File: config.mk
export PLATFORM = sky130hd
export DESIGN_NAME = terminal_function_holding_regs
export DESIGN_NICKNAME = d
export VERILOG_FILES = /design/src/include/term_bank_pkg.sv /design/src/rtl/terminal_function_holding_regs.sv /design/src/rtl/threshold_cmp.sv
export SDC_FILE = /design/constraint.sdc
export NUM_CORES = 2
export LEC_CHECK = 0
export BUFFER_PORTS_ARGS = -buffer_cell sky130_fd_sc_hd__buf_2
export CELL_PAD_IN_SITES_DETAIL_PLACEMENT = 0
export CELL_PAD_IN_SITES_GLOBAL_PLACEMENT = 1
export CORE_UTILIZATION = 46
export DETAILED_ROUTE_END_ITERATION = 8
export PLACE_DENSITY = 0.91
export SLEW_MARGIN = 20
export SYNTH_ARGS = -nofsm -noshare
export SYNTH_HDL_FRONTEND = slang
export SYNTH_SLANG_ARGS = --single-unit
File: constraint.sdc
create_clock -name clk_sys_i -period 9.7 [get_ports clk_sys_i]
set_input_delay 0.97 -clock clk_sys_i [delete_from_list [all_inputs] [get_ports clk_sys_i]]
set_output_delay 0.97 -clock clk_sys_i [all_outputs]
set_load 0.05 [all_outputs]
File: src/include/term_bank_pkg.sv
// holding register map, value ranges and carriers of the terminal bank
// assumes 16-bit holding registers addressed by plain register number
package term_bank_pkg;

    typedef logic [15:0] word_type;

    // map size: network registers first, local-only serial set last
    localparam int reg_count = 31;
    localparam int net_reg_count = 24;
    localparam int in_term_count = 5;
    localparam int out_term_count = 3;

    typedef enum logic [4:0] {
        quick_start_enable,
        input_term1_function, input_term2_function, input_term3_function,
        input_term4_function, input_term5_function,
        input_term1_polarity, input_term2_polarity, input_term3_polarity,
        input_term4_polarity, input_term5_polarity,
        output_term11_function, output_term12_function,
        alarm_relay_function, analog_monitor_source,
        output_term11_polarity, output_term12_polarity,
        alarm_relay_polarity, overload_threshold,
        accel_arrival_threshold, decel_arrival_threshold,
        loop_deviation_threshold, feedback_window_upper,
        feedback_window_lower,
        serial_baud_select, serial_node_number, serial_parity_select,
        serial_stop_bits, serial_error_action, serial_error_timeout,
        serial_wait_time
    } hold_reg_type;

    // holding register numbers in enum order
    localparam word_type hold_addr [reg_count] = '{
        16'h10f9, 16'h1103, 16'h1104, 16'h1105, 16'h1106, 16'h1107,
        16'h110b, 16'h110c, 16'h110d, 16'h110e, 16'h110f,
        16'h1114, 16'h1115, 16'h1119, 16'h111b,
        16'h111d, 16'h111e, 16'h1122, 16'h1124, 16'h1126, 16'h1128,
        16'h1129, 16'h112e, 16'h112f,
        16'h1138, 16'h1139, 16'h113b, 16'h113c, 16'h113d, 16'h113e,
        16'h113f};

    // option codes and scales
    localparam word_type code_off = 16'h0000;
    localparam word_type code_on = 16'h0001;
    localparam word_type pol_make = 16'h0000;
    localparam word_type pol_break = 16'h0001;
    localparam word_type mon_speed = 16'h0000;
    localparam word_type mon_current = 16'h0001;
    localparam word_type rated_current_scale = 16'h2710;
    localparam word_type overload_max = 16'(2 * rated_current_scale);
    localparam word_type freq_max = 16'h0fa0;
    localparam word_type pct_max = 16'h03e8;
    localparam word_type out_func_max = 16'h0009;
    localparam word_type hold_reset_value = 16'h0000;

    // upper bound per network register (input functions use a code set)
    localparam word_type hold_max [net_reg_count] = '{
        code_on, 16'hffff, 16'hffff, 16'hffff, 16'hffff, 16'hffff,
        code_on, code_on, code_on, code_on, code_on,
        out_func_max, out_func_max, out_func_max, code_on,
        code_on, code_on, code_on, overload_max, freq_max, freq_max,
        pct_max, pct_max, pct_max};

    // answer codes of the network port
    localparam logic [7:0] exc_none = 8'h00;
    localparam logic [7:0] exc_bad_addr = 8'h02;
    localparam logic [7:0] exc_bad_value = 8'h03;

    typedef enum logic [1:0] {cmp_gt, cmp_ge, cmp_lt, cmp_le} cmp_mode_type;

    typedef struct packed {
        logic req;
        logic we;
        word_type addr;
        word_type wdata;
    } net_req_type;

    typedef struct packed {
        logic ack;
        logic [7:0] exc;
        word_type rdata;
    } net_rsp_type;

    typedef struct packed {
        word_type speed;
        word_type current;
        word_type freq;
        logic accel;
        logic decel;
        word_type setpoint;
        word_type feedback;
    } drive_meas_type;

    typedef struct packed {
        logic overload;
        logic accel_arrive;
        logic decel_arrive;
        logic deviation;
        logic stage2;
    } drive_status_type;

    // msb first: wait time down to baud select
    typedef struct packed {
        word_type wait_time;
        word_type error_timeout;
        word_type error_action;
        word_type stop_bits;
        word_type parity;
        word_type node;
        word_type baud;
    } serial_cfg_type;

    // legal input terminal function codes
    function automatic logic in_func_ok(word_type v);
        unique case (v)
            16'h0000, 16'h0001, 16'h0002, 16'h0003, 16'h0004, 16'h0005,
            16'h0006, 16'h0007, 16'h0008, 16'h0009, 16'h000b, 16'h000c,
            16'h000d, 16'h000f, 16'h0010, 16'h0012, 16'h0013, 16'h0014,
            16'h0015, 16'h0016, 16'h0017, 16'h0018, 16'h001b, 16'h001c,
            16'h001d, 16'h001f, 16'h0032, 16'h0033, 16'h00ff: return 1'b1;
            default: return 1'b0;
        endcase
    endfunction : in_func_ok

    // range check of a network write
    function automatic logic value_ok(hold_reg_type r, word_type v);
        if (r >= input_term1_function && r <= input_term5_function) begin
            return in_func_ok(v);
        end
        return v <= hold_max[int'(r)];
    endfunction : value_ok

endpackage : term_bank_pkg

File: src/rtl/terminal_function_holding_regs.sv
// terminal function holding register bank with status comparators
// assumes network requests and drive values arrive on clk_sys_i;
// input terminal pins are asynchronous and are synchronised here
`timescale 1ns/1ps
module terminal_function_holding_regs #(
    parameter int in_count = 5,
    parameter int out_count = 3
) (
    input logic clk_sys_i,
    input logic rst_i,
    input term_bank_pkg::net_req_type net_req_i,
    output term_bank_pkg::net_rsp_type net_rsp_o,
    input logic local_wr_i,
    input logic [2:0] local_sel_i,
    input term_bank_pkg::word_type local_data_i,
    input logic [in_count-1:0] in_term_pin_i,
    output logic [in_count-1:0] in_term_active_o,
    input logic [out_count-1:0] out_term_state_i,
    output logic [out_count-1:0] out_term_pin_o,
    input term_bank_pkg::drive_meas_type meas_i,
    output term_bank_pkg::word_type analog_monitor_output_o,
    output logic quick_start_o,
    output term_bank_pkg::word_type [in_count-1:0] in_func_o,
    output term_bank_pkg::word_type [out_count-1:0] out_func_o,
    output term_bank_pkg::drive_status_type status_o,
    output term_bank_pkg::serial_cfg_type serial_cfg_o
);

    ////////////////////////////////////////////////////////////////////////
    // elaboration checks

    if (in_count != term_bank_pkg::in_term_count ||
        out_count != term_bank_pkg::out_term_count) begin : g_chk
        $error("terminal counts must match the register map");
    end

    ////////////////////////////////////////////////////////////////////////
    // state

    typedef struct packed {
        term_bank_pkg::word_type [term_bank_pkg::reg_count-1:0] hold;
        logic [in_count-1:0] in_meta;
        logic [in_count-1:0] in_sync;
        logic [in_count-1:0] in_act;
        logic [out_count-1:0] out_pin;
        term_bank_pkg::net_rsp_type rsp;
        term_bank_pkg::word_type mon;
        logic stage2;
    } state_type;

    state_type st_ff;
    state_type nxt_st;

    logic hit;
    logic net_ok;
    term_bank_pkg::hold_reg_type idx;
    logic [in_count-1:0] in_pol;
    logic [out_count-1:0] out_pol;
    term_bank_pkg::word_type deviation;
    logic win_high;
    logic win_low;
    logic ovl_hit;
    logic acc_hit;
    logic dec_hit;
    logic dev_hit;

    // shorthand views of the threshold and monitor source registers
    term_bank_pkg::word_type thr_ovl;
    term_bank_pkg::word_type thr_acc;
    term_bank_pkg::word_type thr_dec;
    term_bank_pkg::word_type thr_dev;
    term_bank_pkg::word_type thr_up;
    term_bank_pkg::word_type thr_lo;
    term_bank_pkg::word_type mon_sel;

    assign thr_ovl = st_ff.hold[term_bank_pkg::overload_threshold];
    assign thr_acc = st_ff.hold[term_bank_pkg::accel_arrival_threshold];
    assign thr_dec = st_ff.hold[term_bank_pkg::decel_arrival_threshold];
    assign thr_dev = st_ff.hold[term_bank_pkg::loop_deviation_threshold];
    assign thr_up = st_ff.hold[term_bank_pkg::feedback_window_upper];
    assign thr_lo = st_ff.hold[term_bank_pkg::feedback_window_lower];
    assign mon_sel = st_ff.hold[term_bank_pkg::analog_monitor_source];

    ////////////////////////////////////////////////////////////////////////
    // address decode and polarity lookup

    // match the request address against the whole map
    always_comb begin
        hit = 1'b0;
        idx = term_bank_pkg::quick_start_enable;
        for (int i = 0; i < term_bank_pkg::reg_count; i++) begin
            if (net_req_i.addr == term_bank_pkg::hold_addr[i]) begin
                hit = 1'b1;
                idx = term_bank_pkg::hold_reg_type'(i[4:0]);
            end
        end
    end

    // serial registers decode but stay out of network reach
    assign net_ok = hit &&
        int'(idx) < term_bank_pkg::net_reg_count;

    // break-contact terminals invert their sense
    always_comb begin
        for (int i = 0; i < in_count; i++) begin
            in_pol[i] = st_ff.hold[int'(term_bank_pkg::input_term1_polarity)
                + i] == term_bank_pkg::pol_break;
        end
        out_pol[0] = st_ff.hold[term_bank_pkg::output_term11_polarity]
            == term_bank_pkg::pol_break;
        out_pol[1] = st_ff.hold[term_bank_pkg::output_term12_polarity]
            == term_bank_pkg::pol_break;
        out_pol[2] = st_ff.hold[term_bank_pkg::alarm_relay_polarity]
            == term_bank_pkg::pol_break;
    end

    // absolute loop error
    assign deviation = (meas_i.setpoint > meas_i.feedback) ?
        meas_i.setpoint - meas_i.feedback :
        meas_i.feedback - meas_i.setpoint;

    ////////////////////////////////////////////////////////////////////////
    // status comparators

    // current scaled so that 10000 is rated current
    threshold_cmp #(.width(16), .mode(term_bank_pkg::cmp_gt)) u_ovl (
        .clk_sys_i(clk_sys_i), .rst_i(rst_i), .enable_i(1'b1),
        .value_i(meas_i.current), .limit_i(thr_ovl), .hit_o(ovl_hit)
    );

    threshold_cmp #(.width(16), .mode(term_bank_pkg::cmp_ge)) u_acc (
        .clk_sys_i(clk_sys_i), .rst_i(rst_i), .enable_i(meas_i.accel),
        .value_i(meas_i.freq), .limit_i(thr_acc), .hit_o(acc_hit)
    );

    threshold_cmp #(.width(16), .mode(term_bank_pkg::cmp_le)) u_dec (
        .clk_sys_i(clk_sys_i), .rst_i(rst_i), .enable_i(meas_i.decel),
        .value_i(meas_i.freq), .limit_i(thr_dec), .hit_o(dec_hit)
    );

    threshold_cmp #(.width(16), .mode(term_bank_pkg::cmp_gt)) u_dev (
        .clk_sys_i(clk_sys_i), .rst_i(rst_i), .enable_i(1'b1),
        .value_i(deviation), .limit_i(thr_dev), .hit_o(dev_hit)
    );

    threshold_cmp #(.width(16), .mode(term_bank_pkg::cmp_gt)) u_up (
        .clk_sys_i(clk_sys_i), .rst_i(rst_i), .enable_i(1'b1),
        .value_i(meas_i.feedback), .limit_i(thr_up), .hit_o(win_high)
    );

    threshold_cmp #(.width(16), .mode(term_bank_pkg::cmp_lt)) u_lo (
        .clk_sys_i(clk_sys_i), .rst_i(rst_i), .enable_i(1'b1),
        .value_i(meas_i.feedback), .limit_i(thr_lo), .hit_o(win_low)
    );

    ////////////////////////////////////////////////////////////////////////
    // next state

    always_comb begin
        nxt_st = st_ff;
        // network answer: one cycle pulse per request
        nxt_st.rsp.ack = net_req_i.req;
        nxt_st.rsp.exc = term_bank_pkg::exc_none;
        if (net_req_i.req) begin
            if (!net_ok) begin
                nxt_st.rsp.exc = term_bank_pkg::exc_bad_addr;
            end else if (!net_req_i.we) begin
                nxt_st.rsp.rdata = st_ff.hold[idx];
            end else if (!term_bank_pkg::value_ok(idx, net_req_i.wdata)) begin
                nxt_st.rsp.exc = term_bank_pkg::exc_bad_value;
            end else begin
                nxt_st.hold[idx] = net_req_i.wdata;
                nxt_st.rsp.rdata = net_req_i.wdata;
            end
        end
        // keypad side edits of the serial set
        if (local_wr_i && 32'(local_sel_i) <
            term_bank_pkg::reg_count - term_bank_pkg::net_reg_count) begin
            nxt_st.hold[term_bank_pkg::net_reg_count + int'(local_sel_i)] =
                local_data_i;
        end
        // two-stage pin synchroniser, then polarity
        nxt_st.in_meta = in_term_pin_i;
        nxt_st.in_sync = st_ff.in_meta;
        nxt_st.in_act = st_ff.in_sync ^ in_pol;
        nxt_st.out_pin = out_term_state_i ^ out_pol;
        // monitor source select
        if (mon_sel == term_bank_pkg::mon_current) begin
            nxt_st.mon = meas_i.current;
        end else begin
            nxt_st.mon = meas_i.speed;
        end
        // feedback window, upper limit wins if both trip
        if (win_high) begin
            nxt_st.stage2 = 1'b0;
        end else if (win_low) begin
            nxt_st.stage2 = 1'b1;
        end
    end

    always_ff @(posedge clk_sys_i) begin
        if (rst_i) begin
            st_ff <= '0;
            for (int i = 0; i < term_bank_pkg::reg_count; i++) begin
                st_ff.hold[i] <= term_bank_pkg::hold_reset_value;
            end
        end else begin
            st_ff <= nxt_st;
        end
    end

    ////////////////////////////////////////////////////////////////////////
    // outputs

    assign net_rsp_o = st_ff.rsp;
    assign in_term_active_o = st_ff.in_act;
    assign out_term_pin_o = st_ff.out_pin;
    assign analog_monitor_output_o = st_ff.mon;
    assign quick_start_o = st_ff.hold[term_bank_pkg::quick_start_enable]
        == term_bank_pkg::code_on;
    assign in_func_o = st_ff.hold[term_bank_pkg::input_term5_function:
        term_bank_pkg::input_term1_function];
    assign out_func_o = st_ff.hold[term_bank_pkg::alarm_relay_function:
        term_bank_pkg::output_term11_function];
    assign serial_cfg_o = st_ff.hold[term_bank_pkg::reg_count-1:
        term_bank_pkg::net_reg_count];
    assign status_o.overload = ovl_hit;
    assign status_o.accel_arrive = acc_hit;
    assign status_o.decel_arrive = dec_hit;
    assign status_o.deviation = dev_hit;
    assign status_o.stage2 = st_ff.stage2;

    logic wr_ovl;
    assign wr_ovl = net_req_i.req && net_req_i.we && net_req_i.addr ==
        term_bank_pkg::hold_addr[term_bank_pkg::overload_threshold];
endmodule : terminal_function_holding_regs

File: src/rtl/threshold_cmp.sv
// registered threshold comparator for the drive status flags
// assumes value and limit come from logic on the same clock
`timescale 1ns/1ps
module threshold_cmp #(
    parameter int width = 16,
    parameter term_bank_pkg::cmp_mode_type mode = term_bank_pkg::cmp_gt
) (
    input logic clk_sys_i,
    input logic rst_i,
    input logic enable_i,
    input logic [width-1:0] value_i,
    input logic [width-1:0] limit_i,
    output logic hit_o
);

    if (width < 1) begin : g_chk
        $error("threshold_cmp: width must be positive");
    end

    typedef struct packed {
        logic hit;
    } state_type;

    state_type st_ff;
    state_type nxt_st;

    // compare in the chosen sense, gated by the enable
    always_comb begin
        nxt_st = st_ff;
        unique case (mode)
            term_bank_pkg::cmp_gt: nxt_st.hit = value_i > limit_i;
            term_bank_pkg::cmp_ge: nxt_st.hit = value_i >= limit_i;
            term_bank_pkg::cmp_lt: nxt_st.hit = value_i < limit_i;
            term_bank_pkg::cmp_le: nxt_st.hit = value_i <= limit_i;
        endcase
        nxt_st.hit = nxt_st.hit & enable_i;
    end

    always_ff @(posedge clk_sys_i) begin
        if (rst_i) begin
            st_ff <= '0;
        end else begin
            st_ff <= nxt_st;
        end
    end

    assign hit_o = st_ff.hit;

endmodule : threshold_cmp

### Word-level counts from Yosys, hierarchy flattened

Memory sizes are Yosys's and may differ from the RTL's.
Index checks and enable logic that the tools add are counted.

| cells by class | value |
|---|---|
| $lt $le $gt $ge | 17 |
| reductions and logical operators | 11 |
| bitwise gates (word level) | 8 |
| muxes and demuxes | 93 |
| $add $sub $neg | 3 |
| equality and inequality tests | 70 |

Operators with widths:

| kind | count |
|---|---|
| 2-to-1 mux 496 bit | 5 |
| bitwise mux 496 bit | 2 |
| equality test 16 x 13 -> 1 bit (second input constant) | 31 |
| equality test 16 x 5 -> 1 bit (second input constant) | 12 |
| equality test 16 x 1 -> 1 bit (second input constant) | 11 |
| demux 16 bit (select 5 bit) | 2 |
| 2-to-1 mux 5 bit | 29 |
| 2-to-1 mux 16 bit | 9 |
| equality test 16 x 4 -> 1 bit (second input constant) | 6 |
| binary-select mux 16 bit (select 5 bit) | 1 |
| equality test 16 x 3 -> 1 bit (second input constant) | 4 |
| > comparator 16 bit | 4 |
| 2-to-1 mux 1 bit | 42 |
| equality test 16 x 2 -> 1 bit (second input constant) | 2 |
| equality test 16 x 6 -> 1 bit (second input constant) | 2 |
| greater-or-equal comparator 32 x 6 -> 1 bit (second input constant) | 1 |
| <= comparator 16 bit | 2 |
| NOT 5 -> 32 bit | 1 |
| subtractor 16 bit | 2 |
| OR reduction 29 bit | 1 |
| equality test 16 x 8 -> 1 bit (second input constant) | 1 |
| greater-or-equal comparator 16 bit | 1 |
| zero test 16 bit | 1 |
| < comparator 16 bit | 1 |
| other kinds (18) | 29 |

| word-level totals | value |
|---|---|
| ROM bits | 512 |
| memories kept | 1 |
| flip-flop bits (word level) | 562 |
| word-level logic and storage cells | 250 |
| input port bits | 146 |

Memory list:

| name | depth | width | read ports | clocked after memory_dff | wr ports | line | source |
|---|---|---|---|---|---|---|---|
| (name not given) | 32 | 16 | 1 | 0 | 0 | term_bank_pkg.sv:129 | `return v <= hold_max[int'(r)];` |

### Logic depth before layout (Yosys ltp)

| depth | value |
|---|---|
| word-level depth | 47 |
| depth in mapped cells | 29 |

### By module

Synthesis repeated with hierarchy kept, for this count alone.

| unflattened totals | value |
|---|---|
| cell total of the unflattened synthesis | 4031 |
| area, all modules | 31715.4 sq um |

Modules (own cells, without submodules):

| module | area an instance (sq um) | instances | cells each |
|---|---|---|---|
| terminal_function_holding_regs | 29101.7 | 1 | 3687 |
| threshold_cmp (u_dev ...) | 436.7 | 3 | 58 |
| threshold_cmp (u_acc) | 437.9 | 1 | 60 |
| threshold_cmp (u_dec) | 435.4 | 1 | 58 |
| threshold_cmp (u_lo) | 430.4 | 1 | 52 |

### Worst setup path after synthesis

Ideal clock, no wire load.

| timing | value |
|---|---|
| kind | input -> register |
| start | input net_req_i[20] (netlist name) |
| end | register (tool-made name) |
| path slack | 4.072 ns |
| setup time | 0.116 ns |
| data required time | 9.584 ns |
| data arrival time | 5.512 ns |
| stages on the path | 26 |
| cells stage by stage | buf_2 or4_1 o41ai_2 o21a_2 nor2_2 buf_6 buf_6 buf_6 buf_2 clkbuf_1 nand2_1 nand3_1 and2_1 ha_1 a21o_1 nand3_1 a21oi_1 a211oi_1 a21oi_1 o31ai_1 and4_1 buf_6 buf_8 nand2_2 buf_6 and3_1 |

RTL lines:

| what | line | source |
|---|---|---|
| start: declaration | terminal_function_holding_regs.sv:11 | `input term_bank_pkg::net_req_type net_req_i,` |

==> reports/metrics.cfg <==
[synthesis]
ys_ff_latch=556
synthXorXnorAreaFrac=0.00648
post_synth.cell_area_avg_sq_um=7.77
synth_simple_gate_area_share=0.222
yosys_warnings=0
synth_top_area_frac=0.358
synth_flop_cell=dfxtp_1
synth_cells=3999
synthMuxAreaShare=0.0642
synth_top_cells_by_area=dfxtp_1 (36%), nand2_1 (12%), a21oi_1 (9.3%)
synth-compound-area-share=0.162
synthDistinctLibCells=90
yosysTopAreaCell=dfxtp_1
mapped_area_sq_mm=0.0311
synth.yosys.seq_area_share=0.358
synth_top_family_by_area=simple AND/OR/NAND/NOR gates
synthArstFlopShare=0
synth_enable_flop_cells=0
synth_fa_ha_area_frac=0.0584

[layout]
insertedDiodeCount=0
syn2layout_area_growth_pct=7.76
finalNetCount=4291
multi_input_comb_area_sq_mm=0.0161
fillerInstances=6604
share_of_cells_above_drive_strength_1=0.172
sequential_standard_cell_area_sq_mm=0.0111

[placed_design]
gp_congestion=1.01
dp.final_hpwl_microns=92200
port_buffers=434

[worst_setup_path]
crit_buf_inv=2
sort_of_element_at_the_start_of_the_critical_path=input port
critical_path.max_fanout=49
regToRegSetupSlack_ps=6680
timing.critical_path.arrival_ps=6830
r2r.worst_path.cells=5
critical_path_class=in2reg
worstPathCellList=buf_2 > nor4_4 > nand4_1 > o22ai_1 > a311o_2 > buf_4 > nand2_1 > nand3_1 > and2_1 > ha_1 > a21o_1 > nand3_1 > a21oi_1 > a211oi_1 > a21oi_1 > o31ai_1 > and4_2 > nand2_1 > nand2_1 > a21oi_1
rr_endpoint=net_rsp_o[10]
worstPathRequired_ps=10170
max_stage_delay_ps=890
critical_path.slowest_cell=and4_2
critical_path.endpoint_type=register
critPathTopFamily=simple AND/OR/NAND/NOR gates
rr_startpoint=serial_cfg_o[10]

[floorplanning]
die_area_sq_mm=0.0686
placementRows=94
io_pins=441
floorplan.core_area_sq_mm=0.0663
fp.dieH_microns=262
floorplan.initialDensity=0.469
floorplan.die.width_microns=262

[hold_path]
holdPathStages=1
worst_hold_start=u_up.hit_o
worst_hold_path_type=reg2reg
hold-path-endpoint=status_o[0]

[drt]
first_iter_violations=3938
drtAntennaViolNets=0
via_per_inst=6.01
routed_wl_microns=129000
drt_first_pass_iters=7
routed-via-count=29500
route.detailed.drc=0
wire_per_inst_microns=26.1

[power_and_ir_drop]
clock_power_share=0.465
power_density_mw_per_mm2=157
irDropWorstVdd_uv=184
switching_fraction=0.268
p_total_w=0.00526
power_leakage_nw=13.8
sequentialPowerShare=0.440
power_report.internal_total_w=0.00386
power_frac_comb=0.095
p_sw_w=0.00141

[clock_tree]
cts_tree=done
insertion_delay_ps=670
postCtsSetupBuffers=0
ctsLongestPathBuffers=3
cts.sink_count=556
clk_pin_slew_ps=60
cts_repair_resize_count=0
cts_max_level=2
root_buffer=clkbuf_16
cts_made_buffers=61
postCtsHoldBufs=0

[sta]
setup_violations=0
final_period_minus_worst_setup_slack_ps=6370
grt_setup_unrepaired=no
maxSlewViolCount=0
slew_headroom=0.247
fin_worst_skew_ps=46.1
max_freq_mhz=157
tightest_slew_ps=1130
fin_tns_setup_ps=0
min_period_over_period=0.656
report.final.hold_viol_count=0

[global_route]
antenna_found_initial=3
grt_pass1_vias=26400
wire_length_of_the_first_global_routing_pass_microns=182000
grt_remaining_overflow=0
maximum_number_of_pins_on_one_net_before_global_route_repair=210
grt.total_usage=0.362

[run]
maxCapViolCount=0

[outcome]
outcome=finished, final reports clean

==> cell usage in the layout (no fill, tap or decap), types with 12 or more instances in the layout <==
cell type and count:
inv_1 141, a21oi_1 576, nor3_1 27, buf_2 433, and3_1 47, ha_1 142, o22ai_1 31, nor4_1 45
xor2_1 14, nand2b_1 27, a22oi_1 15, a211oi_1 18, buf_4 45, mux2_2 23, mux4_2 16, nand4_1 47
a221oi_1 13, nand2_4 15, mux2i_1 136, nor2_1 137, clkbuf_8 12, nor2b_1 29, o21a_1 13, nor2_4 13
nand2_1 996, o21ai_0 85, dfxtp_1 556, clkinv_2 18, nand3_1 78, clkbuf_16 62, a21o_1 32
==> cell families (layout without fill, tap and decap cells) <==
logic type / after synthesis / count (layout)
xor gates and xnor gates: 23 / 23
and+or+nand+nor: 1530 / 1530
adders and majority gates: 144 / 144
buffers and inverters: 689 / 739
AOI/OAI and AO/OA: 880 / 880
other: 1 / 6
DFF: 556 / 556
muxes: 176 / 176
==> metrics by stage <==
stage               setup slack (ps)  cell area (sq um)   util  instances  hold slack, ps
global route                    2970              33500  0.505       4918             402
finish                          3330              33500  0.505       4918             396
CTS                             3470              33500  0.505       4918             396
global placement                2940              31400  0.473       4802             379
floorplan                       4070              31100      -       4004             373
detailed placement              2850              31400  0.473       4802             388
==> per-layer routing <==
layer	GRT usage	part of all wire	vias to the layer above
li1	-	-	13400
met1	0.488	0.40	14100
met2	0.554	0.44	1781
met3	0.0746	0.11	296
met4	0.169	0.050	2
met5	0	0.000093	-
==> synthesized netlist by cell type (24+ instances only) <==
library cell  number
dfxtp_1          556
nand4_1           47
clkbuf_1         156
nand3_1           78
and3_1            47
ha_1             142
nand2_1          997
nor3_1            29
o21ai_0           86
inv_1            141
nor2b_1           29
a21oi_1          576
nand2b_1          27
nor2_1           142
o22ai_1           32
a21o_1            32
nor4_1            45
buf_4            308
buf_2             43
buf_6             24
mux2i_1          136
==> layout make-up <==
class / instances / area share
repair buffers: 481 / 0.0764
clock buffers: 81 / 0.0520
clock inverters: 35 / 0.0107
flip-flops and latches: 556 / 0.332
inverters: 142 / 0.0159
multi-input cells: 2759 / 0.480
well taps: 864 / 0.0323
==> worst register-to-register path, delay by kind of cell, from the launching register on <==
kind           cells  cell delay, ps
flip-flops         1             340
AO/OA/AOI/OAI      4            2260
multiplexers       1             360
==> worst max-delay path by stage <==
| stage | from | endpoint | depth (start not counted) |
|---|---|---|---|
| after detailed placement | net_req_i[31] | register | 20 |
| final | net_req_i[31] | register | 20 |
| after global routing | net_req_i[20] | register | 21 |
| after floorplan | net_req_i[20] | register | 26 |
| after CTS | net_req_i[31] | register | 20 |
| after global placement | net_req_i[31] | register | 20 |
==> power by group through the flow <==
| stage | clock network, W | registers (W) | logic (W) |
|---|---|---|---|
| final | 0.00245 | 0.00232 | 0.000500 |
| after global routing | 0.00255 | 0.00232 | 0.000539 |
| after CTS | 0.00245 | 0.00232 | 0.000492 |
| after detailed placement | 0 | 0.00237 | 0.000491 |
| after global placement | 0 | 0.00237 | 0.000487 |
| after floorplan | 0 | 0.00236 | 0.000345 |
Note: power is estimated with default switching activity, not from simulation.
